## src/common/ishp_pkg.sv

```systemverilog
// What this block does
// - Interface-select strap low enables the two-wire port, high enables the four-wire port.
// - Slave only; standard, fast and high-speed rates, first two share one protocol.
// - Answers 7-bit addresses only; never acknowledges 10-bit or general-call addresses.
// - Slave address comes from three strap pins through a fixed eight-entry table.
// - Every transfer starts with SDA falling while SCL is high; slave detects it.
// - Acknowledge a matching address only, SDA low over the ninth clock's high phase.
// - Receiver acknowledges each byte, except a low byte the full write buffer refuses; nine-clock groups repeat as long as master wants.
// - SDA rising while SCL is high ends a transfer and frees the bus.
// - Reset pin low forces every register, power-down included, to its default.
// - After reset registers stay default until host writes the power-down register.
// - Software reset register write restores defaults; four-wire port needs value 6600h.
// - Communication blocked during reset; host waits at least 30 us after software reset.
// - Power-on reset acts exactly like the reset pin.
// - Communication accepted no later than 250 us after any reset release.
// - Direction bit 0 means write to the device, 1 means read from it.
// - Byte 00001xxx is never acknowledged and selects high-rate protocol until stop.
// - Registers are 16 bits, high byte first; a write acts after the low byte.
package ishp_pkg;
    // ------------------------------------------------
    // Timing
    // ------------------------------------------------
    localparam int CLK_MHZ = 10;
    localparam int STARTUP_US = 250;
    localparam int SWRST_US = 30;
    localparam int STARTUP_CYC = STARTUP_US * CLK_MHZ; // Longest time, exactly 2500 cycles at 10 MHz
    localparam int SWRST_CYC = SWRST_US * CLK_MHZ;
    localparam int BLK_W = 12;
    // ------------------------------------------------
    // Register map and framing
    // ------------------------------------------------
    localparam logic [7:0] PD_OFFSET = 8'h6b;
    localparam logic [7:0] SWRST_OFFSET = 8'h7c;
    localparam logic [15:0] PD_RESET = 16'h0000;
    localparam logic [15:0] SWRST_KEY = 16'h6600;
    localparam logic [7:0] HS_MASK = 8'hf8;
    localparam logic [7:0] HS_CODE = 8'h08;
    localparam int BYTE_MSB = 7;
    localparam logic [3:0] BYTE_BITS = 4'h8;
    typedef struct packed {logic [7:0] hi; logic [7:0] lo;} ishp_reg_t;
    typedef struct packed {logic [7:0] addr; ishp_reg_t value;} ishp_word_t;
    typedef struct packed {logic [6:0] addr; logic rw;} ishp_addr_byte_t;
    localparam int WORD_W = $bits(ishp_word_t);
    // Strap order is {strap 2, strap 0, strap 1}
    function automatic logic [6:0] strap_addr(input logic [2:0] s);
        unique case (s)
            3'h0: strap_addr = 7'h61;
            3'h1: strap_addr = 7'h64;
            3'h2: strap_addr = 7'h62;
            3'h3: strap_addr = 7'h65;
            3'h4: strap_addr = 7'h2c;
            3'h5: strap_addr = 7'h2e;
            3'h6: strap_addr = 7'h2d;
            default: strap_addr = 7'h2f;
        endcase
    endfunction : strap_addr
endpackage : ishp_pkg

```

## src/common/ishp_word_if.sv

```systemverilog
`timescale 1ns/1ns
`default_nettype none
interface ishp_word_if #(parameter int W = 24);
    logic valid;
    logic ready;
    logic [W-1:0] data;
    modport src (output valid, output data, input ready);
    modport snk (input valid, input data, output ready);
endinterface : ishp_word_if
`default_nettype wire

```

## src/rtl/ishp_pin_filter.sv

```systemverilog
`timescale 1ns/1ns
`default_nettype none
module ishp_pin_filter #(
    parameter int N = 2,
    parameter int FILT_LEN = 3
) (
    // Clock and reset
    input wire logic ref_clk,
    input wire logic nrst,
    // Pins and filtered levels
    input wire logic [N-1:0] pinIn,
    output logic [N-1:0] pinOut
);
    localparam int CW = $clog2(FILT_LEN + 1);
    localparam logic [CW-1:0] CNT_LAST = CW'(FILT_LEN - 1);
    typedef struct packed {
        logic [N-1:0] s1;
        logic [N-1:0] s2;
        logic [N-1:0] s3;
        logic [N-1:0] out;
        logic [CW-1:0] cnt;
    } ishp_filt_st_t;
    ishp_filt_st_t st, next_st;

    if (FILT_LEN < 1) begin : g_chk
        $error("Filter length below one");
    end

    // Whole vector moves at once, so SCL and SDA keep their order
    always_comb begin
        next_st = st;
        next_st.s1 = pinIn;
        next_st.s2 = st.s1;
        next_st.s3 = st.s2;
        next_st.cnt = '0;
        if (st.s2 == st.s3 && st.s2 != st.out) begin
            next_st.cnt = st.cnt + 1'b1;
            if (st.cnt == CNT_LAST) begin
                next_st.out = st.s2;
                next_st.cnt = '0;
            end
        end
    end

    // Idle bus reads high
    always_ff @(posedge ref_clk or negedge nrst) begin
        if (!nrst) begin
            st <= '{s1: '1, s2: '1, s3: '1, out: '1, default: '0};
        end else begin
            st <= next_st;
        end
    end

    assign pinOut = st.out;
endmodule : ishp_pin_filter
`default_nettype wire

```

## src/rtl/ishp_word_fifo.sv

```systemverilog
`timescale 1ns/1ns
`default_nettype none
module ishp_word_fifo #(
    parameter int W = 24,
    parameter int DEPTH = 4
) (
    // Clock and reset
    input wire logic ref_clk,
    input wire logic nrst,
    // Fill and drain sides
    ishp_word_if.snk inp,
    ishp_word_if.src outp
);
    localparam int PW = (DEPTH > 1) ? $clog2(DEPTH) : 1;
    localparam int CW = $clog2(DEPTH + 1);
    localparam logic [PW-1:0] LAST = PW'(DEPTH - 1);
    localparam logic [CW-1:0] FULL = CW'(DEPTH);
    typedef struct packed {
        logic [DEPTH-1:0][W-1:0] mem;
        logic [PW-1:0] rdPtr;
        logic [PW-1:0] wrPtr;
        logic [CW-1:0] count;
    } ishp_fifo_st_t;
    ishp_fifo_st_t st, next_st;
    logic doPush;
    logic doPop;

    if (DEPTH < 2) begin : g_chk
        $error("Depth below two");
    end

    assign inp.ready = st.count != FULL;
    assign outp.valid = st.count != '0;
    assign outp.data = st.mem[st.rdPtr];
    assign doPush = inp.valid & inp.ready;
    assign doPop = outp.valid & outp.ready;

    // Ring pointers wrap explicitly so any depth of two or more works
    always_comb begin
        next_st = st;
        if (doPush) begin
            next_st.mem[st.wrPtr] = inp.data;
            next_st.wrPtr = (st.wrPtr == LAST) ? '0 : st.wrPtr + 1'b1;
        end
        if (doPop) begin
            next_st.rdPtr = (st.rdPtr == LAST) ? '0 : st.rdPtr + 1'b1;
        end
        next_st.count = st.count + CW'(doPush) - CW'(doPop);
    end

    always_ff @(posedge ref_clk or negedge nrst) begin
        if (!nrst) begin
            st <= '0;
        end else begin
            st <= next_st;
        end
    end
endmodule : ishp_word_fifo
`default_nettype wire

```

## src/rtl/ishp_i2c_slave.sv

```systemverilog
`timescale 1ns/1ns
`default_nettype none
module ishp_i2c_slave #(
    parameter int FIFO_DEPTH = 4,
    parameter int FILT_LEN = 3
) (
    // Clock and reset
    input wire logic ref_clk,
    input wire logic nrst,
    // Strap pins
    input wire logic ifaceSelect,
    input wire logic addrStrap0,
    input wire logic addrStrap1,
    input wire logic addrStrap2,
    // Two-wire bus pins
    input wire logic sclIn,
    input wire logic sdaIn,
    output logic sdaOut,
    output logic sdaOe,
    // Port status
    output logic i2cEnable,
    output logic spiEnable,
    output logic commReady,
    output logic highRateProtocol,
    // Local registers
    output logic [15:0] analogPowerDownControl,
    output logic softResetPulse,
    // Register write port
    output logic regWrValid,
    input wire logic regWrReady,
    output logic [7:0] regWrAddr,
    output logic [15:0] regWrData,
    // Register read port
    output logic [7:0] regRdAddr,
    input wire logic [15:0] regRdData
);
    // ------------------------------------------------
    // Types and constants
    // ------------------------------------------------
    localparam int BW = ishp_pkg::BLK_W;
    localparam int MSB = ishp_pkg::BYTE_MSB;
    localparam logic [BW-1:0] STARTUP_LD = BW'(ishp_pkg::STARTUP_CYC);
    localparam logic [BW-1:0] SWRST_LD = BW'(ishp_pkg::SWRST_CYC);

    typedef enum logic [2:0] {S_IDLE, S_RX, S_ACK, S_TX, S_TXACK, S_SKIP} ishp_state_t;
    typedef enum logic [1:0] {P_ADDR, P_PTR, P_HI, P_LO} ishp_phase_t;

    typedef struct packed {
        ishp_state_t state;
        ishp_phase_t phase;
        logic [3:0] bitCnt;
        logic [7:0] rxSh;
        logic [7:0] txSh;
        logic txLo;
        logic rw;
        logic mAck;
        logic [7:0] ptr;
        logic [7:0] hiByte;
        ishp_pkg::ishp_reg_t rdWord;
        logic sdaDrv;
        logic highRate;
        logic [15:0] pd;
        logic [BW-1:0] blkCnt;
        logic swrst;
        logic i2cEn;
        logic [6:0] slave;
        logic sclQ;
        logic sdaQ;
        logic push;
        ishp_pkg::ishp_word_t wordBuf;
    } ishp_top_st_t;

    // Counter starts full so the port stays deaf after any reset
    localparam ishp_top_st_t RST_ST = '{
        state: S_IDLE,
        phase: P_ADDR,
        pd: ishp_pkg::PD_RESET,
        blkCnt: STARTUP_LD,
        sclQ: 1'b1,
        sdaQ: 1'b1,
        default: '0
    };

    ishp_top_st_t st, next_st;
    logic sclF;
    logic sdaF;
    logic selF;
    logic [2:0] strapF;
    logic sclRise;
    logic sclFall;
    logic startSeen;
    logic stopSeen;
    ishp_pkg::ishp_addr_byte_t ab;
    ishp_pkg::ishp_reg_t rdSrc;
    ishp_pkg::ishp_word_t outWord;
    logic pdHit;
    logic swrstHit;

    ishp_word_if #(.W(ishp_pkg::WORD_W)) toFifo ();
    ishp_word_if #(.W(ishp_pkg::WORD_W)) fromFifo ();

    // ------------------------------------------------
    // Pin conditioning
    // ------------------------------------------------
    // Bus lines get the glitch filter
    ishp_pin_filter #(.N(2), .FILT_LEN(FILT_LEN)) u_bus_filter (
        .ref_clk(ref_clk),
        .nrst(nrst),
        .pinIn({sclIn, sdaIn}),
        .pinOut({sclF, sdaF})
    );

    // Straps are static, one stable sample is enough
    ishp_pin_filter #(.N(4), .FILT_LEN(1)) u_strap_sync (
        .ref_clk(ref_clk),
        .nrst(nrst),
        .pinIn({ifaceSelect, addrStrap2, addrStrap0, addrStrap1}),
        .pinOut({selF, strapF})
    );

    // ------------------------------------------------
    // Write buffer
    // ------------------------------------------------
    // Full buffer makes the low byte go unacknowledged
    ishp_word_fifo #(.W(ishp_pkg::WORD_W), .DEPTH(FIFO_DEPTH)) u_fifo (
        .ref_clk(ref_clk),
        .nrst(nrst),
        .inp(toFifo),
        .outp(fromFifo)
    );

    // Local registers drain at once, others wait for the register port
    assign outWord = fromFifo.data;
    assign pdHit = outWord.addr == ishp_pkg::PD_OFFSET;
    assign swrstHit = outWord.addr == ishp_pkg::SWRST_OFFSET;
    assign fromFifo.ready = pdHit | swrstHit | regWrReady;
    assign regWrValid = fromFifo.valid & ~pdHit & ~swrstHit;
    assign regWrAddr = outWord.addr;
    assign regWrData = outWord.value;
    assign toFifo.valid = st.push;
    assign toFifo.data = st.wordBuf;

    // ------------------------------------------------
    // Bus events
    // ------------------------------------------------
    assign sclRise = sclF & ~st.sclQ;
    assign sclFall = ~sclF & st.sclQ;
    assign startSeen = ~sdaF & st.sdaQ & sclF & st.sclQ;
    assign stopSeen = sdaF & ~st.sdaQ & sclF & st.sclQ;
    assign ab = st.rxSh;
    assign rdSrc = (st.ptr == ishp_pkg::PD_OFFSET) ? st.pd : regRdData;

    // Loads a byte for sending and puts its first bit on SDA
    function automatic ishp_top_st_t load_byte(input ishp_top_st_t s, input logic [7:0] b);
        ishp_top_st_t r;
        r = s;
        r.state = S_TX;
        r.txSh = b;
        r.bitCnt = '0;
        r.sdaDrv = ~b[MSB];
        return r;
    endfunction : load_byte

    // ------------------------------------------------
    // Next state
    // ------------------------------------------------
    always_comb begin
        next_st = st;
        next_st.push = 1'b0;
        next_st.swrst = 1'b0;
        next_st.sclQ = sclF;
        next_st.sdaQ = sdaF;
        next_st.i2cEn = ~selF;
        next_st.slave = ishp_pkg::strap_addr(strapF);
        // Blocking window after reset release or software reset
        if (st.blkCnt != '0) begin
            next_st.blkCnt = st.blkCnt - 1'b1;
        end
        unique case (st.state)
            S_IDLE, S_SKIP: begin
                next_st.sdaDrv = 1'b0;
            end
            S_RX: begin
                if (sclRise) begin
                    next_st.rxSh = {st.rxSh[MSB-1:0], sdaF};
                    next_st.bitCnt = st.bitCnt + 4'h1;
                end else if (sclFall && st.bitCnt == ishp_pkg::BYTE_BITS) begin
                    next_st.bitCnt = '0;
                    next_st.state = S_SKIP;
                    unique case (st.phase)
                        P_ADDR: begin
                            // Master code is never acknowledged
                            if ((st.rxSh & ishp_pkg::HS_MASK) == ishp_pkg::HS_CODE) begin
                                next_st.highRate = 1'b1;
                            end else if (ab.addr == st.slave) begin
                                next_st.state = S_ACK;
                                next_st.sdaDrv = 1'b1;
                                next_st.rw = ab.rw;
                                next_st.phase = ab.rw ? P_ADDR : P_PTR;
                            end
                        end
                        P_PTR: begin
                            next_st.ptr = st.rxSh;
                            next_st.phase = P_HI;
                            next_st.state = S_ACK;
                            next_st.sdaDrv = 1'b1;
                        end
                        P_HI: begin
                            next_st.hiByte = st.rxSh;
                            next_st.phase = P_LO;
                            next_st.state = S_ACK;
                            next_st.sdaDrv = 1'b1;
                        end
                        P_LO: begin
                            // Word is only committed once the low byte is here
                            if (toFifo.ready) begin
                                next_st.push = 1'b1;
                                next_st.wordBuf = '{addr: st.ptr,
                                    value: '{hi: st.hiByte, lo: st.rxSh}};
                                next_st.phase = P_PTR;
                                next_st.state = S_ACK;
                                next_st.sdaDrv = 1'b1;
                            end
                        end
                    endcase
                end
            end
            S_ACK: begin
                // Acknowledge held until the ninth clock falls
                if (sclFall) begin
                    if (st.rw) begin
                        next_st = load_byte(next_st, rdSrc.hi);
                        next_st.rdWord = rdSrc;
                        next_st.txLo = 1'b0;
                    end else begin
                        next_st.state = S_RX;
                        next_st.sdaDrv = 1'b0;
                    end
                end
            end
            S_TX: begin
                // Data changes only while SCL is low
                if (sclFall) begin
                    next_st.bitCnt = st.bitCnt + 4'h1;
                    next_st.txSh = {st.txSh[MSB-1:0], 1'b0};
                    next_st.sdaDrv = ~st.txSh[MSB-1];
                    if (st.bitCnt == ishp_pkg::BYTE_BITS - 4'h1) begin
                        next_st.bitCnt = '0;
                        next_st.sdaDrv = 1'b0;
                        next_st.state = S_TXACK;
                    end
                end
            end
            S_TXACK: begin
                if (sclRise) begin
                    next_st.mAck = ~sdaF;
                end
                // Repeated reads refetch the same register
                if (sclFall) begin
                    if (st.mAck && !st.txLo) begin
                        next_st = load_byte(next_st, st.rdWord.lo);
                        next_st.txLo = 1'b1;
                    end else if (st.mAck) begin
                        next_st = load_byte(next_st, rdSrc.hi);
                        next_st.rdWord = rdSrc;
                        next_st.txLo = 1'b0;
                    end else begin
                        next_st.state = S_SKIP;
                    end
                end
            end
        endcase
        // Start and stop override any byte in flight
        if (startSeen) begin
            next_st.sdaDrv = 1'b0;
            next_st.bitCnt = '0;
            next_st.rw = 1'b0;
            next_st.phase = P_ADDR;
            next_st.state = S_IDLE;
            if (st.i2cEn && st.blkCnt == '0) begin
                next_st.state = S_RX;
            end
        end
        if (stopSeen) begin
            next_st.state = S_IDLE;
            next_st.sdaDrv = 1'b0;
            next_st.highRate = 1'b0;
        end
        // Local register writes from the buffer
        if (fromFifo.valid && pdHit) begin
            next_st.pd = outWord.value;
        end
        // Current byte still finishes; only new starts are refused
        if (fromFifo.valid && swrstHit
            && (st.i2cEn || outWord.value == ishp_pkg::SWRST_KEY)) begin
            next_st.pd = ishp_pkg::PD_RESET;
            next_st.swrst = 1'b1;
            next_st.blkCnt = SWRST_LD;
        end
    end

    // One reset input serves both the pin and power-on reset
    always_ff @(posedge ref_clk or negedge nrst) begin
        if (!nrst) begin
            st <= RST_ST;
        end else begin
            st <= next_st;
        end
    end

    // ------------------------------------------------
    // Outputs
    // ------------------------------------------------
    assign sdaOut = 1'b0;
    assign sdaOe = st.sdaDrv;
    assign i2cEnable = st.i2cEn;
    assign spiEnable = ~st.i2cEn;
    assign commReady = st.blkCnt == '0;
    assign highRateProtocol = st.highRate;
    assign analogPowerDownControl = st.pd;
    assign softResetPulse = st.swrst;
    assign regRdAddr = st.ptr;
endmodule : ishp_i2c_slave
`default_nettype wire

```

## config.mk

```make
export PLATFORM = sky130hd
export DESIGN_NAME = ishp_i2c_slave
export DESIGN_NICKNAME = d
export VERILOG_FILES = /design/src/common/ishp_pkg.sv /design/src/common/ishp_word_if.sv /design/src/rtl/ishp_pin_filter.sv /design/src/rtl/ishp_word_fifo.sv /design/src/rtl/ishp_i2c_slave.sv
export SDC_FILE = /design/constraint.sdc
export NUM_CORES = 1
export LEC_CHECK = 0
export ABC_AREA = 1
export BUFFER_PORTS_ARGS = -buffer_cell sky130_fd_sc_hd__buf_4
export CELL_PAD_IN_SITES_DETAIL_PLACEMENT = 0
export CELL_PAD_IN_SITES_GLOBAL_PLACEMENT = 1
export CORE_MARGIN = 3
export CORE_UTILIZATION = 50
export DETAILED_ROUTE_END_ITERATION = 8
export PLACE_DENSITY = 0.87
export SLEW_MARGIN = 30
export SYNTH_ARGS = -nofsm -noshare
export SYNTH_HDL_FRONTEND = slang
export SYNTH_HIERARCHICAL = 1
export SYNTH_SLANG_ARGS = --single-unit
```

## constraint.sdc

```tcl
create_clock -name ref_clk -period 5.2 [get_ports ref_clk]
set_clock_uncertainty 0.2 [all_clocks]
set_input_delay 0.52 -clock ref_clk [delete_from_list [all_inputs] [get_ports ref_clk]]
set_output_delay 0.52 -clock ref_clk [all_outputs]
set_load 0.1 [all_outputs]
```

== Word level (Yosys, flattened, before mapping) ==
Index checks and enable logic that the tools add are counted.

* Register bits after elaboration: 247
* Bits of input ports: 25
* Output and inout port bits: 56
* Word-level logic and storage cells: 277

* Add/sub/neg operators: 8
* Magnitude comparators: 3
* Equal/unequal tests: 67
* Muxes and demuxes: 82
* Bitwise gates (word level): 29
* Reductions and logical operators: 47

{| class="wikitable"
|+ Operator list
! cell !! count
|-
| two-way mux 126 bit || 3
|-
| two-way mux 121 bit || 1
|-
| two-way mux 25 bit || 4
|-
| bitwise mux 96 bit || 1
|-
| case mux 39 bit (2 select lines) || 1
|-
| case mux 25 bit (3 select lines) || 1
|-
| two-way mux 16 bit || 4
|-
| two-way mux 55 bit || 1
|-
| case mux 7 bit (7 select lines) || 1
|-
| binary-select mux 24 bit (select 2 bit) || 1
|-
| demux 24 bit (select 2 bit) || 1
|-
| two-way mux 24 bit || 2
|-
| case mux 16 bit (3 select lines) || 1
|-
| != test 3 bit (second input constant) || 12
|-
| != test 4 bit (second input constant) || 8
|-
| two-way mux 29 bit || 1
|-
| AND reduction 7 bit || 4
|-
| == test 8 x 7 -> 1 bit (second input constant) || 3
|-
| two-way mux 8 bit || 3
|-
| case mux 8 bit (3 select lines) || 1
|-
| AND reduction 6 bit || 4
|-
| case mux 7 bit (3 select lines) || 1
|-
| two-way mux 1 bit || 20
|-
| two-way mux 5 bit || 4
|-
| other kinds (61) || 153
|}

== Depth between registers and ports, before layout ==
* Depth in word-level cells: 9
* Gate-level depth with buffers: 17
* Depth with buffers taken out: 16

== By module ==
The synthesis kept the hierarchy.

{| class="wikitable"
|+ By module, submodules not included
! module !! instances !! cells each !! area an instance (um^2)
|-
| ishp_i2c_slave || 1 || 748 || 6024.5
|-
| ishp_word_fifo || 1 || 657 || 5260.0
|-
| ishp_pin_filter (u_strap_sync) || 1 || 69 || 666.9
|-
| ishp_pin_filter (u_bus_filter) || 1 || 45 || 431.7
|}

== Worst setup path before layout ==
OpenSTA, ideal clock, no wires.

* Path kind: flip-flop to flip-flop
* Start: register u_fifo/st[5] (netlist bit)
* End: register u_fifo/st[2] (netlist bit)
* Setup time: 0.122 ns
* Data arrival time: 3.326 ns
* Data required time: 4.878 ns
* Setup slack: 1.551 ns
* Cell stages (with the launch flop): 17
* Buffers on the path: 3
* Cells stage by stage: dfrtp_1 > buf_2 > buf_2 > buf_2 > o211ai_1 > nand2_1 > nand2_1 > nor3_1 > o21ai_0 > nand2_1 > nand2_1 > inv_1 > ha_1 > inv_1 > ha_1 > fa_1 > xnor2_1

{| class="wikitable"
|+ RTL lines
! what !! RTL line !! text
|-
| start, declared || ishp_word_fifo.sv:24 || <nowiki>ishp_fifo_st_t st, next_st;</nowiki>
|-
| start signal, assigned || ishp_word_fifo.sv:55 || <nowiki>st <= next_st;</nowiki>
|}

== Final worst setup path ==
* Start: register u_fifo/st[5] (netlist bit)
* End: output port regWrValid

* Cells in the longest elaborated chain, start to end: 6
* Elaborated cells on any way between the ends: 8

{| class="wikitable"
|+ RTL lines
! what !! RTL line !! text
|-
| binary-select mux 24 bit (select 2 bit) (*) || ishp_word_fifo.sv:34 || <nowiki>assign outp.data = st.mem[st.rdPtr];</nowiki>
|-
| two-way mux 24 bit (not written as such) (*) || ishp_word_fifo.sv:34 ||
|-
| == test 8 x 7 -> 1 bit || ishp_i2c_slave.sv:134 || <nowiki>assign pdHit = outWord.addr == ishp_pkg::PD_OFFSET;</nowiki>
|-
| inverter 1 bit || ishp_i2c_slave.sv:137 || <nowiki>assign regWrValid = fromFifo.valid & ~pdHit & ~swrstHit;</nowiki>
|-
| bitwise AND 1 bit || ishp_i2c_slave.sv:137 ||
|-
| bitwise AND 1 bit (*) || ishp_i2c_slave.sv:137 ||
|-
| end, declared || ishp_i2c_slave.sv:29 || <nowiki>output logic regWrValid,</nowiki>
|}

Mark *: on every way between the ends. The rest lies on a longest branch, timed or not. The select of a mux whose other input is x is not followed.

==> qor.csv <==
metric,value,unit
status,"finished, final reports clean",
r2r_end,st[40]$_DFFE_PN0P_,
synth_top_area_share,43.2,%
synth-main-ff-cell,dfrtp_1,
crit_arrival,2.70,ns
finalPower,7.32,mW
final_nets,1586,
final_antenna_net_count,0,
grt_pass1_wl,50.3,mm
core_area,23900,µm²
grt_pass1_vias,9651,
vias_per_cell,5.32,
cellPowerDensity,523,nW/µm²
grt.overflow.total,0,
clk_path_buf_depth,3,
globalplace.congestion,0.879,
drtPass1Iterations,5,
ff2ff_path_depth,14,
synth_area,12400,µm²
synthTopCellsByArea,"dfrtp_1 43%, nand2_1 14%, dfstp_2 6.6%, inv_1 6.0%, nand4_1 5.6%",
clkLatencyLatePin,0.54,ns
drt_iter0_drc,840,
tns,0,ns
ys_ff_latch,245,
wl,30.9,mm
grt_max_degree,106,
htreeDepth,1,
antenna_found_initial,0,
tightest_slew,0.991,ns
peakVddDrop,0.000357,V
wl_per_cell,16.4,µm
wl_met2,14.8,mm
netlist_instances,1519,
dp_slack,1.81,ns
fmax,293,MHz
fillers,2220,
finalSetupViolCount,0,
dieHeight,163,µm
drc_errors,0,
crit_path_end_kind,primary output,
finalWorstSetupSlack,1.78,ns
io_pins,81,
avgSynthCellArea,8.15,µm²
syn2layout_area_growth,12.9,%
cp.required,4.48,ns
p_leak,7.40,nW
cts_made_buffers,28,
cts-root-buf,clkbuf_16,
cts-resized-gates,0,
whs_endpoint,st[66]$_DFFE_PN0P_,
period_minus_slack,3.42,ns
post-dp-hpwl,20.3,mm
yosys_warnings,6,
timing.rr.start,u_fifo/st[5]$_DFFE_PN0P_,
synth_cell_types,48,
cts_tree,yes,
drv_slew,0,
synth_nets,1560,
layout-drive-gt1-share,13.8,%
clock_sinks,245,
finalHoldViolCount,0,
cap_violations,0,
cp-start-kind,flop,
wl_met3,1.59,mm
reg2reg_slack,1.82,ns
vias,10027,
yosys.area.top_type,dfrtp_1,
async_flop_share,100,%
wl_met1,13.6,mm
min_period_over_period,65.7,%
io_buffers,79,
path_clk_slew,0.06,ns
num_rows,56,
dieWidth,163,µm
grt_usage,23.3,%
slew_headroom,33.9,%
synth_edf_count,0,
seq_area_frac_synth,49.8,%
grt_setup_unrepaired,false,
initial_core_util,51.8,%
min_path_cells,3,
min_from,regRdData[0],
topRoutingLayerUsed,met4,
dieArea,26700,µm²
critPathMaxFanout,50,
worstSetupPathType,flop to primary output,
holdCritPathClass,primary input to flop,
layer usage:
layer | track usage [%] | up-vias
met2 | 39.3 | 235
li1 | - | 4939
met3 | 3.70 | 54
met5 | 0 | -
met1 | 31.1 | 4799
met4 | 7.19 | 0
metrics by stage:
stage	utilization [%]	hold WS, ns	area, µm²	instances
floorplan	-	0.0244	12400	1519
global placement	53.9	0.145	12900	1827
detailed placement	54.0	0.147	12900	1827
CTS	58.5	0.0493	14000	1885
global route	58.5	0.0682	14000	1885
finish	58.5	0.0552	14000	1886
sequential cells by signal, summed over array words and instances, names as in the netlist:
register                cells
u_fifo/st                 103
st                         79
analogPowerDownControl     16
ab                          8
regRdAddr                   8
u_strap_sync/next_st        8
u_bus_filter/next_st        4
u_bus_filter/st             4
u_strap_sync/pinOut         4
u_strap_sync/st             4
u_bus_filter/pinOut         2
highRateProtocol            1
i2cEnable                   1
sdaOe                       1
softResetPulse              1
toFifo.valid                1
layout make-up:
class | instances | area (µm²) | share of cell area [%]
Antenna cell | 1 | 2.50 | 0.0179
Clock buffer | 37 | 764 | 5.47
Clock inverter | 14 | 249 | 1.78
Timing Repair Buffer | 101 | 796 | 5.69
Inverter | 205 | 772 | 5.52
Sequential cell | 245 | 6170 | 44.1
Multi-Input combinational cell | 964 | 4830 | 34.5
Tap cell | 319 | 399 | 2.85
kinds of logic (layout without fill, tap and decap cells):
logic type                 count (synthesis)  after routing  synth area share, %
and+or+nand+nor                          726            726                 26.3
buffers and inverters                    310            357                 11.3
DFF                                      245            245                 49.8
AOI/OAI and AO/OA                        196            196                 9.01
adders and majority gates                 16             16                 1.68
muxes                                     14             14                 1.17
xor gates and xnor gates                  10             10                0.707
other                                      2              3               0.0606
worst max path at each step:
stage / endpoint / slack (ns) / cells past startpoint / startpoint
6_report: regWrValid / 1.78 / 7 / u_fifo/st[5]$_DFFE_PN0P_
3_3_place_gp: st[40]$_DFFE_PN0P_ / 1.55 / 14 / u_fifo/st[5]$_DFFE_PN0P_
3_5_place_dp: analogPowerDownControl[12]$_DFFE_PN0P_ / 1.81 / 9 / u_fifo/st[5]$_DFFE_PN0P_
5_1_grt: st[45]$_DFFE_PN0P_ / 1.46 / 14 / u_fifo/st[5]$_DFFE_PN0P_
4_1_cts: analogPowerDownControl[12]$_DFFE_PN0P_ / 1.79 / 9 / u_fifo/st[5]$_DFFE_PN0P_
2_1_floorplan: u_fifo/st[2]$_DFF_PN0_ / 1.55 / 16 / u_fifo/st[5]$_DFFE_PN0P_
cell usage after synthesis (all sizes together), types with 3 or more instances:
| master | instances |
|---|---|
| dfstp | 31 |
| mux2 | 4 |
| nor3 | 14 |
| dfrtp | 214 |
| o21ai | 100 |
| mux2i | 10 |
| o22a | 5 |
| nand3 | 44 |
| nand2 | 486 |
| xnor2 | 7 |
| o31ai | 4 |
| nor2 | 63 |
| buf | 75 |
| nand4 | 114 |
| xor2 | 3 |
| a21oi | 45 |
| inv | 205 |
| ha | 15 |
| a22oi | 11 |
| clkbuf | 30 |
| o211ai | 26 |
worst max-delay path, stage by stage (launching register included):
cell and delay [ns]:
dfrtp_2 0.88, o211ai_1 0.21, nand2_1 0.18, nand2_1 0.07, nor3_1 0.24, o21ai_0 0.17
and2_1 0.17, buf_4 0.23
placed cells by master (no fill, tap or decap), drive strengths merged, types with 10 or more instances in the layout:
cell type	synthesis	layout
nand3	44	44
mux2i	10	10
nand4	114	114
nand2	486	486
inv	205	206
a22oi	11	11
dfstp	31	31
buf	75	94
dfrtp	214	214
nor2	63	63
ha	15	15
nor3	14	14
o21ai	100	100
a21oi	45	45
o211ai	26	26
clkbuf	30	37
repair_timing:
| item | 4_1_cts | 5_1_grt |
|---|---|---|
| endpoints found under the hold margin | 95 | 0 |
| setup buffers | 0 | 0 |
| hold buffers | 7 | 0 |
where the power goes:
part | internal (mW) | total [mW] | leakage [nW] | switching (mW)
clock | 1.34 | 2.13 | 0.484 | 0.795
combinational | 0.663 | 2.78 | 3.69 | 2.12
sequential | 2.15 | 2.40 | 3.23 | 0.246
Note: power is estimated with default switching activity, not from simulation.
